File: config.mk
export PLATFORM = sky130hd
export DESIGN_NAME = gpio_expander_port_hotkey
export DESIGN_NICKNAME = d
export VERILOG_FILES = /design/src/rtl/gpio_expander_pkg.sv /design/src/rtl/gpio_expander_port_hotkey.sv
export SDC_FILE = /design/constraint.sdc
export NUM_CORES = 1
export LEC_CHECK = 0
export BUFFER_PORTS_ARGS = -buffer_cell sky130_fd_sc_hd__buf_2
export CELL_PAD_IN_SITES_DETAIL_PLACEMENT = 0
export CELL_PAD_IN_SITES_GLOBAL_PLACEMENT = 1
export CORE_MARGIN = 10
export CORE_UTILIZATION = 51
export CTS_CLUSTER_SIZE = 16
export DETAILED_ROUTE_END_ITERATION = 10
export PLACE_DENSITY_LB_ADDON = 0.15
export REMOVE_ABC_BUFFERS = 1
export SYNTH_ARGS = -nofsm -noshare
export SYNTH_HDL_FRONTEND = slang
export SYNTH_SLANG_ARGS = --single-unit
File: constraint.sdc
create_clock -name clk -period 11.8 [get_ports clk]
set_input_delay 0 -clock clk [delete_from_list [all_inputs] [get_ports clk]]
set_output_delay 0 -clock clk [all_outputs]
set_load 0.03 [all_outputs]
File: src/rtl/gpio_expander_pkg.sv
// Package with register map, field layouts and timing constants for the GPIO port block
package gpio_expander_pkg;
    // ----------------------------------------------------------------
    // Register byte offsets
    // ----------------------------------------------------------------
    localparam logic [7:0] OFS_SET_UPPER = 8'h02;
    localparam logic [7:0] OFS_SET_LOWER = 8'h03;
    localparam logic [7:0] OFS_CLR_UPPER = 8'h04;
    localparam logic [7:0] OFS_CLR_LOWER = 8'h05;
    localparam logic [7:0] OFS_LVL_UPPER = 8'h06;
    localparam logic [7:0] OFS_LVL_LOWER = 8'h07;
    localparam logic [7:0] OFS_DIR_UPPER = 8'h08;
    localparam logic [7:0] OFS_DIR_LOWER = 8'h09;
    localparam logic [7:0] OFS_EDGE_UPPER = 8'h0A;
    localparam logic [7:0] OFS_EDGE_LOWER = 8'h0B;
    localparam logic [7:0] OFS_RISE_UPPER = 8'h0C;
    localparam logic [7:0] OFS_RISE_LOWER = 8'h0D;
    localparam logic [7:0] OFS_FALL_UPPER = 8'h0E;
    localparam logic [7:0] OFS_FALL_LOWER = 8'h0F;
    localparam logic [7:0] OFS_PULL_UPPER = 8'h10;
    localparam logic [7:0] OFS_PULL_LOWER = 8'h11;
    localparam logic [7:0] OFS_FHI_UPPER = 8'h12;
    localparam logic [7:0] OFS_FHI_LOWER = 8'h13;
    localparam logic [7:0] OFS_FLO_UPPER = 8'h14;
    localparam logic [7:0] OFS_FLO_LOWER = 8'h15;
    localparam logic [7:0] OFS_LT_EN = 8'h16;
    localparam logic [7:0] OFS_LT_DIR = 8'h17;
    // Alert controller registers, a separate page of the map
    localparam logic [7:0] OFS_ACTL_UPPER = 8'h40;
    localparam logic [7:0] OFS_ACTL_LOWER = 8'h41;
    localparam logic [7:0] OFS_SMASK_UPPER = 8'h42;
    localparam logic [7:0] OFS_SMASK_LOWER = 8'h43;
    localparam logic [7:0] OFS_SSTAT_UPPER = 8'h44;
    localparam logic [7:0] OFS_SSTAT_LOWER = 8'h45;
    localparam logic [7:0] OFS_PMASK_UPPER = 8'h46;
    localparam logic [7:0] OFS_PMASK_LOWER = 8'h47;
    localparam logic [7:0] OFS_PSTAT_UPPER = 8'h48;
    localparam logic [7:0] OFS_PSTAT_LOWER = 8'h49;
    // ----------------------------------------------------------------
    // Field layout
    // ----------------------------------------------------------------
    localparam int NUM_PINS = 16;
    localparam int NUM_SRC = 9;
    localparam int GATE_BIT = 0;
    localparam int TYPE_BIT = 1;
    localparam int GPIO_SRC_BIT = 8;
    localparam logic [1:0] FUNC_PRIMARY = 2'h0;
    localparam logic [1:0] FUNC_ALT1 = 2'h1;
    localparam logic [1:0] FUNC_ALT2 = 2'h2;
    localparam logic [15:0] RST_WORD = 16'h0000;
    localparam logic [7:0] READ_ZERO = 8'h00;
    // ----------------------------------------------------------------
    // Timing
    // ----------------------------------------------------------------
    localparam int CLK_HZ = 20_000_000;
    localparam int PULSE_NS = 250;
    localparam int PULSE_CYC = (PULSE_NS * (CLK_HZ / 1_000_000) + 999) / 1000;
    localparam int WAKE_MIN_NS = 62_500;
    localparam int WAKE_MIN_CYC = (WAKE_MIN_NS * (CLK_HZ / 1_000_000) + 999) / 1000;
    localparam logic [3:0] PULSE_LEN = 4'(PULSE_CYC);

    // ----------------------------------------------------------------
    // Carriers
    // ----------------------------------------------------------------
    typedef struct packed {
        logic wr;
        logic rd;
        logic [7:0] addr;
        logic [7:0] wdata;
    } reg_req_t;

    typedef struct packed {
        logic [15:0] out_level;
        logic [15:0] dir;
        logic [15:0] edge_seen;
        logic [15:0] rise_en;
        logic [15:0] fall_en;
        logic [15:0] pull_en;
        logic [15:0] func_hi;
        logic [15:0] func_lo;
        logic [7:0] lt_en;
        logic [7:0] lt_dir;
        logic [2:0] alert_ctl;
        logic [8:0] src_mask;
        logic [8:0] src_status;
        logic [15:0] pin_mask;
        logic [15:0] pin_status;
    } regs_t;
endpackage : gpio_expander_pkg

File: src/rtl/gpio_expander_port_hotkey.sv
// GPIO port with edge detection, hot-key alerting and its register file
// ----------------------------------------------------------------
// ----------------------------------------------------------------
`timescale 1ns/1ps
module gpio_expander_port_hotkey (
    input wire logic clk,
    input wire logic rst_n,
    input wire gpio_expander_pkg::reg_req_t req,      // Register access from the serial slave
    output logic [7:0] rdata,                          // Read data, registered
    input wire logic [15:0] pin_in,                    // Pad input levels
    output logic [15:0] pin_out,                       // Pad output levels
    output logic [15:0] pin_oe_n,                      // Pad output enables, low drives
    output logic [15:0] pullup_en,                     // Internal pull-up switches
    output logic [31:0] func_sel,                      // Two bits per pin
    input wire logic [7:0] other_src_event,            // Pulses from non-GPIO sources
    output logic alert,                                // Alert to host, active high
    output logic wake                                  // Wake request to power control
);
    // ----------------------------------------------------------------
    // Reset release and pin synchronisers
    // ----------------------------------------------------------------
    logic [1:0] rst_sync_r;
    logic rst_n_i;
    logic [15:0] pin_meta_r;
    logic [15:0] pin_sync_r;

    // Two-stage reset release
    always_ff @(posedge clk or negedge rst_n) begin
        if (!rst_n) begin
            rst_sync_r <= 2'h0;
        end else begin
            rst_sync_r <= {rst_sync_r[0], 1'b1};
        end
    end
    assign rst_n_i = rst_sync_r[1];

    // Pads are asynchronous to clk; only the second stage is read
    always_ff @(posedge clk or negedge rst_n_i) begin
        if (!rst_n_i) begin
            pin_meta_r <= 16'h0000;
            pin_sync_r <= 16'h0000;
        end else begin
            pin_meta_r <= pin_in;
            pin_sync_r <= pin_meta_r;
        end
    end

    // ----------------------------------------------------------------
    // State
    // ----------------------------------------------------------------
    typedef struct packed {
        gpio_expander_pkg::regs_t regs;
        logic [15:0] pin_prev;     // Last sampled pin level
        logic [3:0] pulse_cnt;     // Edge-mode pulse timer
        logic alert_prev;          // Previous pending condition
        logic [7:0] rdata;         // Read data register
        logic alert;               // Alert output register
    } state_t;

    state_t st_r;
    state_t st_nxt;

    // Byte lane of a pin-group register pair, high byte holds pins 15..8
    function automatic logic [15:0] put_byte(input logic [15:0] w, input logic up,
                                             input logic [7:0] b);
        put_byte = up ? {b, w[7:0]} : {w[15:8], b};
    endfunction : put_byte

    function automatic logic [7:0] get_byte(input logic [15:0] w, input logic up);
        get_byte = up ? w[15:8] : w[7:0];
    endfunction : get_byte

    // Expand a byte write into a 16-bit lane mask
    function automatic logic [15:0] lane(input logic up, input logic [7:0] b);
        lane = up ? {b, 8'h00} : {8'h00, b};
    endfunction : lane

    // Event and decode wires
    logic [15:0] rise_hit;
    logic [15:0] fall_hit;
    logic [15:0] pin_evt;
    logic pending;
    logic pin_pending;
    logic up;

    assign up = (req.addr[0] == 1'b0);

    // Edge detection on synchronised pins; the 20 MHz sampling easily
    // resolves any assertion of 62.5 us, whether sleeping or awake
    assign rise_hit = pin_sync_r & ~st_r.pin_prev & st_r.regs.rise_en;
    assign fall_hit = ~pin_sync_r & st_r.pin_prev & st_r.regs.fall_en;
    assign pin_evt = rise_hit | fall_hit;

    // Pending alert: the GPIO group only counts while an unmasked pin flag stands,
    // though every enabled edge still records its flags; the gate blocks all
    assign pin_pending = |(st_r.regs.pin_status & st_r.regs.pin_mask);
    assign pending = st_r.regs.alert_ctl[gpio_expander_pkg::GATE_BIT] &
                     ((|(st_r.regs.src_status[7:0] & st_r.regs.src_mask[7:0])) |
                      (st_r.regs.src_status[gpio_expander_pkg::GPIO_SRC_BIT] &
                       st_r.regs.src_mask[gpio_expander_pkg::GPIO_SRC_BIT] & pin_pending));

    // ----------------------------------------------------------------
    // Next-state logic
    // ----------------------------------------------------------------
    always_comb begin
        logic [15:0] wmask;
        wmask = 16'h0000;
        st_nxt = st_r;
        st_nxt.pin_prev = pin_sync_r;
        st_nxt.rdata = st_r.rdata;
        wmask = lane(up, req.wdata);

        // Register writes
        if (req.wr) begin
            case (req.addr)
                gpio_expander_pkg::OFS_SET_UPPER, gpio_expander_pkg::OFS_SET_LOWER: begin
                    st_nxt.regs.out_level = st_r.regs.out_level | wmask;
                end
                gpio_expander_pkg::OFS_CLR_UPPER, gpio_expander_pkg::OFS_CLR_LOWER: begin
                    st_nxt.regs.out_level = st_r.regs.out_level & ~wmask;
                end
                gpio_expander_pkg::OFS_DIR_UPPER, gpio_expander_pkg::OFS_DIR_LOWER: begin
                    st_nxt.regs.dir = put_byte(st_r.regs.dir, up, req.wdata);
                end
                gpio_expander_pkg::OFS_EDGE_UPPER, gpio_expander_pkg::OFS_EDGE_LOWER: begin
                    st_nxt.regs.edge_seen = st_r.regs.edge_seen & ~wmask;
                end
                gpio_expander_pkg::OFS_RISE_UPPER, gpio_expander_pkg::OFS_RISE_LOWER: begin
                    st_nxt.regs.rise_en = put_byte(st_r.regs.rise_en, up, req.wdata);
                end
                gpio_expander_pkg::OFS_FALL_UPPER, gpio_expander_pkg::OFS_FALL_LOWER: begin
                    st_nxt.regs.fall_en = put_byte(st_r.regs.fall_en, up, req.wdata);
                end
                gpio_expander_pkg::OFS_PULL_UPPER, gpio_expander_pkg::OFS_PULL_LOWER: begin
                    st_nxt.regs.pull_en = put_byte(st_r.regs.pull_en, up, req.wdata);
                end
                gpio_expander_pkg::OFS_FHI_UPPER, gpio_expander_pkg::OFS_FHI_LOWER: begin
                    st_nxt.regs.func_hi = put_byte(st_r.regs.func_hi, up, req.wdata);
                end
                gpio_expander_pkg::OFS_FLO_UPPER, gpio_expander_pkg::OFS_FLO_LOWER: begin
                    st_nxt.regs.func_lo = put_byte(st_r.regs.func_lo, up, req.wdata);
                end
                gpio_expander_pkg::OFS_LT_EN: begin
                    st_nxt.regs.lt_en = req.wdata;
                end
                gpio_expander_pkg::OFS_LT_DIR: begin
                    st_nxt.regs.lt_dir = req.wdata;
                end
                gpio_expander_pkg::OFS_ACTL_LOWER: begin
                    // Gate, type and spare bit 2 only; the source mask is untouched
                    st_nxt.regs.alert_ctl = req.wdata[2:0];
                end
                gpio_expander_pkg::OFS_SMASK_UPPER: begin
                    st_nxt.regs.src_mask[8] = req.wdata[0];
                end
                gpio_expander_pkg::OFS_SMASK_LOWER: begin
                    st_nxt.regs.src_mask[7:0] = req.wdata;
                end
                gpio_expander_pkg::OFS_SSTAT_UPPER: begin
                    if (req.wdata[0]) begin
                        st_nxt.regs.src_status[8] = 1'b0;
                    end
                end
                gpio_expander_pkg::OFS_SSTAT_LOWER: begin
                    st_nxt.regs.src_status[7:0] = st_r.regs.src_status[7:0] & ~req.wdata;
                end
                gpio_expander_pkg::OFS_PMASK_UPPER, gpio_expander_pkg::OFS_PMASK_LOWER: begin
                    st_nxt.regs.pin_mask = put_byte(st_r.regs.pin_mask, ~req.addr[0],
                                                    req.wdata);
                end
                gpio_expander_pkg::OFS_PSTAT_UPPER, gpio_expander_pkg::OFS_PSTAT_LOWER: begin
                    st_nxt.regs.pin_status = st_r.regs.pin_status &
                                             ~lane(~req.addr[0], req.wdata);
                end
                default: begin
                    // Unmapped and level registers ignore writes
                end
            endcase
        end

        // Hardware sets win over same-cycle clears
        st_nxt.regs.edge_seen = st_nxt.regs.edge_seen | pin_evt;
        st_nxt.regs.pin_status = st_nxt.regs.pin_status | pin_evt;
        // Group flag follows any pin event; the pin mask acts only on the alert path
        if (|pin_evt) begin
            st_nxt.regs.src_status[gpio_expander_pkg::GPIO_SRC_BIT] = 1'b1;
        end
        st_nxt.regs.src_status[7:0] = st_nxt.regs.src_status[7:0] | other_src_event;

        // Register reads, data registered one cycle after the strobe
        if (req.rd) begin
            case (req.addr)
                gpio_expander_pkg::OFS_LVL_UPPER, gpio_expander_pkg::OFS_LVL_LOWER: begin
                    st_nxt.rdata = get_byte(pin_sync_r, up);
                end
                gpio_expander_pkg::OFS_DIR_UPPER, gpio_expander_pkg::OFS_DIR_LOWER: begin
                    st_nxt.rdata = get_byte(st_r.regs.dir, up);
                end
                gpio_expander_pkg::OFS_EDGE_UPPER, gpio_expander_pkg::OFS_EDGE_LOWER: begin
                    st_nxt.rdata = get_byte(st_r.regs.edge_seen, up);
                end
                gpio_expander_pkg::OFS_RISE_UPPER, gpio_expander_pkg::OFS_RISE_LOWER: begin
                    st_nxt.rdata = get_byte(st_r.regs.rise_en, up);
                end
                gpio_expander_pkg::OFS_FALL_UPPER, gpio_expander_pkg::OFS_FALL_LOWER: begin
                    st_nxt.rdata = get_byte(st_r.regs.fall_en, up);
                end
                gpio_expander_pkg::OFS_PULL_UPPER, gpio_expander_pkg::OFS_PULL_LOWER: begin
                    st_nxt.rdata = get_byte(st_r.regs.pull_en, up);
                end
                gpio_expander_pkg::OFS_FHI_UPPER, gpio_expander_pkg::OFS_FHI_LOWER: begin
                    st_nxt.rdata = get_byte(st_r.regs.func_hi, up);
                end
                gpio_expander_pkg::OFS_FLO_UPPER, gpio_expander_pkg::OFS_FLO_LOWER: begin
                    st_nxt.rdata = get_byte(st_r.regs.func_lo, up);
                end
                gpio_expander_pkg::OFS_LT_EN: begin
                    st_nxt.rdata = st_r.regs.lt_en;
                end
                gpio_expander_pkg::OFS_LT_DIR: begin
                    st_nxt.rdata = st_r.regs.lt_dir;
                end
                gpio_expander_pkg::OFS_ACTL_LOWER: begin
                    st_nxt.rdata = {5'h00, st_r.regs.alert_ctl};
                end
                gpio_expander_pkg::OFS_SMASK_UPPER: begin
                    st_nxt.rdata = {7'h00, st_r.regs.src_mask[8]};
                end
                gpio_expander_pkg::OFS_SMASK_LOWER: begin
                    st_nxt.rdata = st_r.regs.src_mask[7:0];
                end
                gpio_expander_pkg::OFS_SSTAT_UPPER: begin
                    st_nxt.rdata = {7'h00, st_r.regs.src_status[8]};
                end
                gpio_expander_pkg::OFS_SSTAT_LOWER: begin
                    st_nxt.rdata = st_r.regs.src_status[7:0];
                end
                gpio_expander_pkg::OFS_PMASK_UPPER, gpio_expander_pkg::OFS_PMASK_LOWER: begin
                    st_nxt.rdata = get_byte(st_r.regs.pin_mask, ~req.addr[0]);
                end
                gpio_expander_pkg::OFS_PSTAT_UPPER, gpio_expander_pkg::OFS_PSTAT_LOWER: begin
                    st_nxt.rdata = get_byte(st_r.regs.pin_status, ~req.addr[0]);
                end
                default: begin
                    // Write-only, reserved and unmapped read as zero
                    st_nxt.rdata = gpio_expander_pkg::READ_ZERO;
                end
            endcase
        end

        // Alert generation: level follows pending, edge gives one timed pulse
        st_nxt.alert_prev = pending;
        if (st_r.regs.alert_ctl[gpio_expander_pkg::TYPE_BIT]) begin
            if (pending && !st_r.alert_prev) begin
                st_nxt.pulse_cnt = gpio_expander_pkg::PULSE_LEN;
            end else if (st_r.pulse_cnt != 4'h0) begin
                st_nxt.pulse_cnt = st_r.pulse_cnt - 4'h1;
            end
            st_nxt.alert = (st_nxt.pulse_cnt != 4'h0);
        end else begin
            st_nxt.pulse_cnt = 4'h0;
            st_nxt.alert = pending;
        end
        if (!st_r.regs.alert_ctl[gpio_expander_pkg::GATE_BIT]) begin
            st_nxt.alert = 1'b0;
            st_nxt.pulse_cnt = 4'h0;
        end
    end

    // ----------------------------------------------------------------
    // State register
    // ----------------------------------------------------------------
    always_ff @(posedge clk or negedge rst_n_i) begin
        if (!rst_n_i) begin
            st_r <= '0;
        end else begin
            st_r <= st_nxt;
        end
    end

    // ----------------------------------------------------------------
    // Outputs
    // ----------------------------------------------------------------
    assign rdata = st_r.rdata;
    assign alert = st_r.alert;
    assign wake = st_r.alert_prev;
    assign pin_out = st_r.regs.out_level;
    assign pin_oe_n = ~st_r.regs.dir;
    assign pullup_en = st_r.regs.pull_en;

    // Per-pin two-bit select, upper register gives the high bit
    genvar gi;
    generate
        for (gi = 0; gi < gpio_expander_pkg::NUM_PINS; gi++) begin : g_func
            assign func_sel[2*gi +: 2] = {st_r.regs.func_hi[gi], st_r.regs.func_lo[gi]};
        end
    endgenerate

    // ----------------------------------------------------------------
    // Checks
    // ----------------------------------------------------------------
    a_gate_blocks: assert property (@(posedge clk) disable iff (!rst_n_i)
        !st_r.regs.alert_ctl[gpio_expander_pkg::GATE_BIT] |=> !alert)
        else $error("alert seen with gate closed");
    a_level_follows: assert property (@(posedge clk) disable iff (!rst_n_i)
        (!st_r.regs.alert_ctl[gpio_expander_pkg::TYPE_BIT] &&
         st_r.regs.alert_ctl[gpio_expander_pkg::GATE_BIT]) |=> (alert == $past(pending)))
        else $error("level alert does not follow pending");
    // Full pulse is five cycles of 50 ns; a write in the window may close the gate
    a_edge_pulse_len: assert property (@(posedge clk) disable iff (!rst_n_i)
        ($rose(alert) && st_r.regs.alert_ctl[gpio_expander_pkg::TYPE_BIT] && !req.wr) |->
        alert [*5])
        else $error("edge alert pulse too short");
    a_edge_sets_flag: assert property (@(posedge clk) disable iff (!rst_n_i)
        (|pin_evt) |=> ((st_r.regs.edge_seen & $past(pin_evt)) == $past(pin_evt)))
        else $error("edge flag not set");
    a_group_flag: assert property (@(posedge clk) disable iff (!rst_n_i)
        (|pin_evt) |=> st_r.regs.src_status[gpio_expander_pkg::GPIO_SRC_BIT])
        else $error("group flag not set");
    a_set_drives: assert property (@(posedge clk) disable iff (!rst_n_i)
        (req.wr && req.addr == gpio_expander_pkg::OFS_SET_LOWER) |=>
        ((pin_out[7:0] & $past(req.wdata)) == $past(req.wdata)))
        else $error("set write did not drive high");
    a_clr_drives: assert property (@(posedge clk) disable iff (!rst_n_i)
        (req.wr && req.addr == gpio_expander_pkg::OFS_CLR_LOWER) |=>
        ((pin_out[7:0] & $past(req.wdata)) == 8'h00))
        else $error("clear write did not drive low");
    a_dir_oe: assert property (@(posedge clk) disable iff (!rst_n_i)
        (req.wr && req.addr == gpio_expander_pkg::OFS_DIR_LOWER) |=>
        (pin_oe_n[7:0] == ~$past(req.wdata)))
        else $error("output enable mismatches direction write");
    a_rise_masked: assert property (@(posedge clk) disable iff (!rst_n_i)
        (st_r.regs.rise_en == 16'h0000 && st_r.regs.fall_en == 16'h0000) |-> !(|pin_evt))
        else $error("event with detection off");
    // Level mode with no unmasked source standing must leave the alert low
    a_pin_mask_gate: assert property (@(posedge clk) disable iff (!rst_n_i)
        (!st_r.regs.alert_ctl[gpio_expander_pkg::TYPE_BIT] &&
         !(|(st_r.regs.pin_status & st_r.regs.pin_mask)) &&
         !(|(st_r.regs.src_status[7:0] & st_r.regs.src_mask[7:0]))) |=> !alert)
        else $error("alert without an unmasked source");
    a_pin_flag_clear: assert property (@(posedge clk) disable iff (!rst_n_i)
        (req.wr && req.addr == gpio_expander_pkg::OFS_PSTAT_LOWER) |=>
        ((st_r.regs.pin_status[7:0] & $past(req.wdata) & ~$past(pin_evt[7:0])) == 8'h00))
        else $error("pin flag not cleared by write");
    a_src_flag_clear: assert property (@(posedge clk) disable iff (!rst_n_i)
        (req.wr && req.addr == gpio_expander_pkg::OFS_SSTAT_LOWER) |=>
        ((st_r.regs.src_status[7:0] & $past(req.wdata) & ~$past(other_src_event)) == 8'h00))
        else $error("source flag not cleared by write");
    a_edge_flag_clear: assert property (@(posedge clk) disable iff (!rst_n_i)
        (req.wr && req.addr == gpio_expander_pkg::OFS_EDGE_LOWER) |=>
        ((st_r.regs.edge_seen[7:0] & $past(req.wdata) & ~$past(pin_evt[7:0])) == 8'h00))
        else $error("edge flag not cleared by write");
    a_level_live: assert property (@(posedge clk) disable iff (!rst_n_i)
        (req.rd && req.addr == gpio_expander_pkg::OFS_LVL_LOWER) |=>
        (rdata == $past(pin_sync_r[7:0])))
        else $error("level read not the live pins");
endmodule : gpio_expander_port_hotkey
# --- After elaboration in Yosys (flattened, before gate mapping) ---
# Cells that the tools add are included.
op_classes:
  n_mul: 0
  eq_ne: 31
  order_cmp: 0
  div_mod_pow: 0
  n_reduce_logical: 44
  n_bitwise: 25
  n_shift: 0
  add_sub_neg: 1
  mux: 44
op_table:
  columns: ["operator", "n"]
  rows:
  - ["16-bit 2-to-1 mux", 15]
  - ["165-bit 2-to-1 mux", 1]
  - ["8-bit one-hot mux with 17 select lines", 1]
  - ["16-bit AND", 8]
  - ["8-bit 2-to-1 mux", 14]
  - ["8-bit by 7-bit equality test with 1-bit output, second input constant", 9]
  - ["8-bit by 4-bit equality test with 1-bit output, second input constant", 8]
  - ["8-bit by 5-bit equality test with 1-bit output, second input constant", 8]
  - ["16-bit inverter", 4]
  - ["16-bit bitwise OR", 4]
  - ["3-bit AND reduction", 15]
  - ["8-bit by 3-bit equality test with 1-bit output, second input constant", 4]
  - ["16-bit one-hot mux with 2 select lines", 1]
  - ["16-bit OR reduction", 2]
  - ["2-bit OR reduction", 12]
  - ["4-bit 2-to-1 mux", 5]
  - ["8-bit AND", 2]
  - ["8-bit by 2-bit equality test with 1-bit output, second input constant", 2]
  - ["2-bit AND reduction", 6]
  - ["8-bit inverter", 1]
  - ["8-bit bitwise OR", 1]
  - ["2-bit nonzero test", 4]
  - ["4-bit nonzero test", 2]
  - ["8-bit OR reduction", 1]
  - ["8 further kinds", 15]
word_totals:
  n_memories: 0
  out_inout_bits: 90
  latchBits: 0
  rom_bits: 0
  regBits: 261
  ramBits: 0

# --- Logic depth before layout (Yosys ltp) ---
logic_depth:
  word_depth: 11
  depth_mapped: 8
  mapped_depth_nobuf: 7

# --- Worst setup path before layout ---
# No wires, ideal clock.
synth_path:
  path_type: "input to register"
  from: "in req[13] in the netlist's numbering"
  to: "reg st_r[148] in the netlist's numbering"
  slack_ns: 10.020
  setup_ns: 0.125
  cell_stages: 7
  arrival_ns: 1.655
  required_ns: 11.675
  cell_sequence: "buf_4 -> or4_1 -> buf_2 -> or2_0 -> buf_4 -> nor2_8 -> mux2_2"
synth_via:
  elab_chain_len: 3
  word_cells_on_any_way: 4
  cone_classes: "eq/ne (2); reduce/logical (2)"
synth_rtl:
  columns: ["item", "line", "source"]
  rows:
  - ["from (decl)", "gpio_expander_port_hotkey.sv:8", "input wire gpio_expander_pkg::reg_req_t req,"]
  - ["8-bit by 4-bit equality test with 1-bit output", "gpio_expander_port_hotkey.sv:115", "case (req.addr)"]
  - ["2-bit OR reduction (*)", "gpio_expander_port_hotkey.sv:115", null]
  - ["3-bit AND reduction (no line) (*)", null, null]
  - ["to (signal assigned)", "gpio_expander_port_hotkey.sv:277", "st_r <= st_nxt;"]
  - ["to (decl)", "gpio_expander_port_hotkey.sv:60", "state_t st_r;"]
# Mark *: on every way between the ends. The rest lies on a longest branch, timed or not.
# A chain may end at the register's enable or synchronous reset.

==> results.md <==
* Largest buffer count on any clock path at 3
* Most frequent cells in the layout: dfrtp_1 (260), mux2_2 (157), buf_2 (132)
* Net load switching power at between 500 and 600 uW
* Setup Viol. Count Final at 0
* Final Hold Viols at 0
* Post-synth EDFFs at 0
* Sinks on the clock net at 261
* Fin crit share at 0.189
* Synth unique cells at around 80
* CP Capture Type: register
* First-pass GRT wire length at about 56000 um
* Core footprint at about 24000 um^2
* Antenna Cells at 0
* Pre-CTS setup slack at between 9000 and 10000 ps
* Syn Area/Cell at 11.9 um^2
* Yosys Warn Count at 0
* Worst skew pair latency at 550 ps
* Sequential share of power at 0.454
* Switch share at 0.244
* Worst Reg-to-Reg Cells at 5
* Clock network power share at 0.450
* Status: finished clean
* Commonest non-fill, non-tap cell in the layout: dfrtp_1
* Final Slew Violations at 0
* GRT Residual Overflow at 0
* Comb power frac at 0.095
* Layout Skew at around 22 ps
* Total of max-cap violations at 0
* GRT Util Overall at 0.232
* Slew at the pin with the worst max-slew slack at roughly 1100 ps
* Post-cts sizing count at 0
* Setup TNS at 0 ps
* Largest net degree at the start of global routing at between 150 and 200
* Pwr per Cell Area at 151 nW/um^2
* Worst R2R End: alert$_DFF_PN0_
* Worst rel slew slack at 0.224
* CTS tree: built
* Crit Reg-Reg Startpoint: st_r[33]$_DFF_PN0_
* DRT Pass-1 Iters at 6
* Detailed-route via count at around 9000
* Main flop type after synthesis: dfrtp_1
* Initial core utilization at 0.517
* Nets@finish at around 1200
* Register area share after synthesis at 0.521
* RSZ-0062 raised after global routing: no
* Die W at roughly 180 um
* Data arrival time of the worst path at around 2600 ps
* Post-Route Utilization at 0.585
* Cts bufs inserted at 28
* Fmax at about 0.45 GHz
* Vias in the first global route at about 8800
* Initial antenna violation count at 0
* P_int at 1620 uW
* Share of cells above drive strength 1 at 0.329
* Period minus WS final at between 2000 and 2500 ps
* Row Count at between 50 and 60
* Leak pwr at approximately 0.0064 uW
* Post-route setup slack at roughly 9600 ps
* DIE HEIGHT at 177 um
* Req. time, crit path at about 12000 ps
* Yosys reg bits at approximately 260
* Root buf cell: clkbuf_16
* CP startpoint kind: register
* GP Congestion at 0.880
* # DRC at 0
* IO Count at 134
* Area Overhead vs Synth at 13.1%
* Iteration-0 DRC count of the detailed router at 775
* Worst IR Drop VDD at between 100 and 150 uV
* CTS H-tree lvls at 1
* CTS clk-pin slew, worst paths at roughly 60 ps
* Setup CP Type: reg -> reg
* HP Start: req[5]
* Cell Area, Synth at 12500 um^2
* Full die area at between 30000 and 40000 um^2
* Vias per cell at between 6 and 7
* WL/cell at about 25 um
* PortBufs at around 130
* Post-route antenna net violation count at 0
* Syn Inst Count at between 1000 and 1500
* Worst Hold Depth at 2
* CP Max Fanout at 6
* Final HPWL from detailed placement at roughly 25000 um
* Post-Route WL at about 37000 um
* Flop2flop setup slack at between 9000 and 10000 ps
* Tightest Hold Check Type: in -> reg
* Fraction of registers with async set/reset at 1.00
worst max-delay path by stage:
stage / startpoint / slack [ps] / cells after the start / end
floorplan: rst_sync_r[1]$_DFF_PN0_ / 3990 / 0 / asynchronous set/reset pin
global placement: req[9] / 9120 / 4 / st_r[93]$_DFFE_PN0P_
detailed placement: req[8] / 9120 / 6 / rdata[2]$_DFFE_PN0P_
CTS: st_r[33]$_DFF_PN0_ / 9540 / 5 / alert$_DFF_PN0_
global route: st_r[33]$_DFF_PN0_ / 9460 / 5 / alert$_DFF_PN0_
finish: st_r[33]$_DFF_PN0_ / 9570 / 5 / alert$_DFF_PN0_
cell families after synthesis:
family,after synthesis,share of synthesized area
AOI/OAI and AO/OA,199,0.111
xor gates and xnor gates,1,0.000699
adders and majority gates,1,0.000998
buffers and inverters,160,0.0729
DFF,261,0.521
muxes,215,0.193
other,1,0.000299
and+or+nand+nor,219,0.0996
critical path, cell delays in order (launching register included):
cell and delay (ps):
dfrtp_1 410, a22o_1 240, a221oi_1 300, nand4_1 210, a311oi_1 750, o32ai_1 180
final cells by class:
cell class,instances,area [um^2]
Clock buffer,39,853
Sequential cell,261,6540
Clock inverter,9,170
Fill cell,2084,10100
Timing Repair Buffer,171,1040
Multi-Input combinational cell,636,5090
Tap cell,324,405
Inverter,22,82.6
synth_stat cells (all sizes together) (11+ instances only):
master,instances,area share
a22oi,11,0.0066
o22ai,19,0.0095
nor3,13,0.0087
clkbuf,41,0.012
o21a,17,0.010
inv,22,0.0066
nor2,18,0.0090
buf,97,0.054
o21ai,43,0.017
nand3,12,0.0048
dfrtp,261,0.52
nand2,93,0.028
nand2b,11,0.0055
mux2i,52,0.042
nand3b,26,0.016
mux2,157,0.14
a32oi,11,0.0077
a31oi,33,0.016
repair_timing:
action / 4_1_cts / 5_1_grt
endpoints found under the hold margin: 40 / 0
hold buffers: 31 / 0
endpoints found under the setup margin: 0 / 0
buffers inserted: 0 / 0
state kept, by name, indices dropped and copies added, names as in the netlist, named ones only:
| name | count |
|---|---|
| func_sel | 32 |
| rdata | 8 |
| rst_sync_r | 2 |
| pin_sync_r | 16 |
| alert | 1 |
| wake | 1 |
| pullup_en | 16 |
| st_r | 153 |
| pin_meta_r | 16 |
metal layers:
metal,part of all wire,global-route usage,routed length (um),up-vias
met5,0,0,0,-
met3,0.078,0.0472,2880,76
li1,-,-,-,3923
met1,0.45,0.335,16500,4477
met2,0.44,0.346,16200,353
met4,0.030,0.0697,1100,0
through the flow:
| step | area (um^2) | hold slack, ps | cells | total power, uW |
|---|---|---|---|---|
| finish | 14200 | 27.3 | 1462 | 2140 |
| global route | 14200 | 39.0 | 1462 | 2210 |
| CTS | 14200 | 13.1 | 1462 | 2150 |
| detailed placement | 12900 | -206 | 1383 | 1180 |
| global placement | 12900 | -213 | 1383 | 1180 |
| floorplan | 11700 | -296 | 919 | 1090 |
power groups by stage:
| stage | Sequential (uW) | Clock, uW | Combinational, uW |
|---|---|---|---|
| 4_1_cts | 971 | 979 | 204 |
| 3_5_place_dp | 987 | 0 | 196 |
| 2_1_floorplan | 1010 | 0 | 81.6 |
| 6_report | 971 | 962 | 203 |
| 3_3_place_gp | 986 | 0 | 194 |
| 5_1_grt | 976 | 1020 | 218 |
No activity file was read; power rests on OpenSTA's default activity.
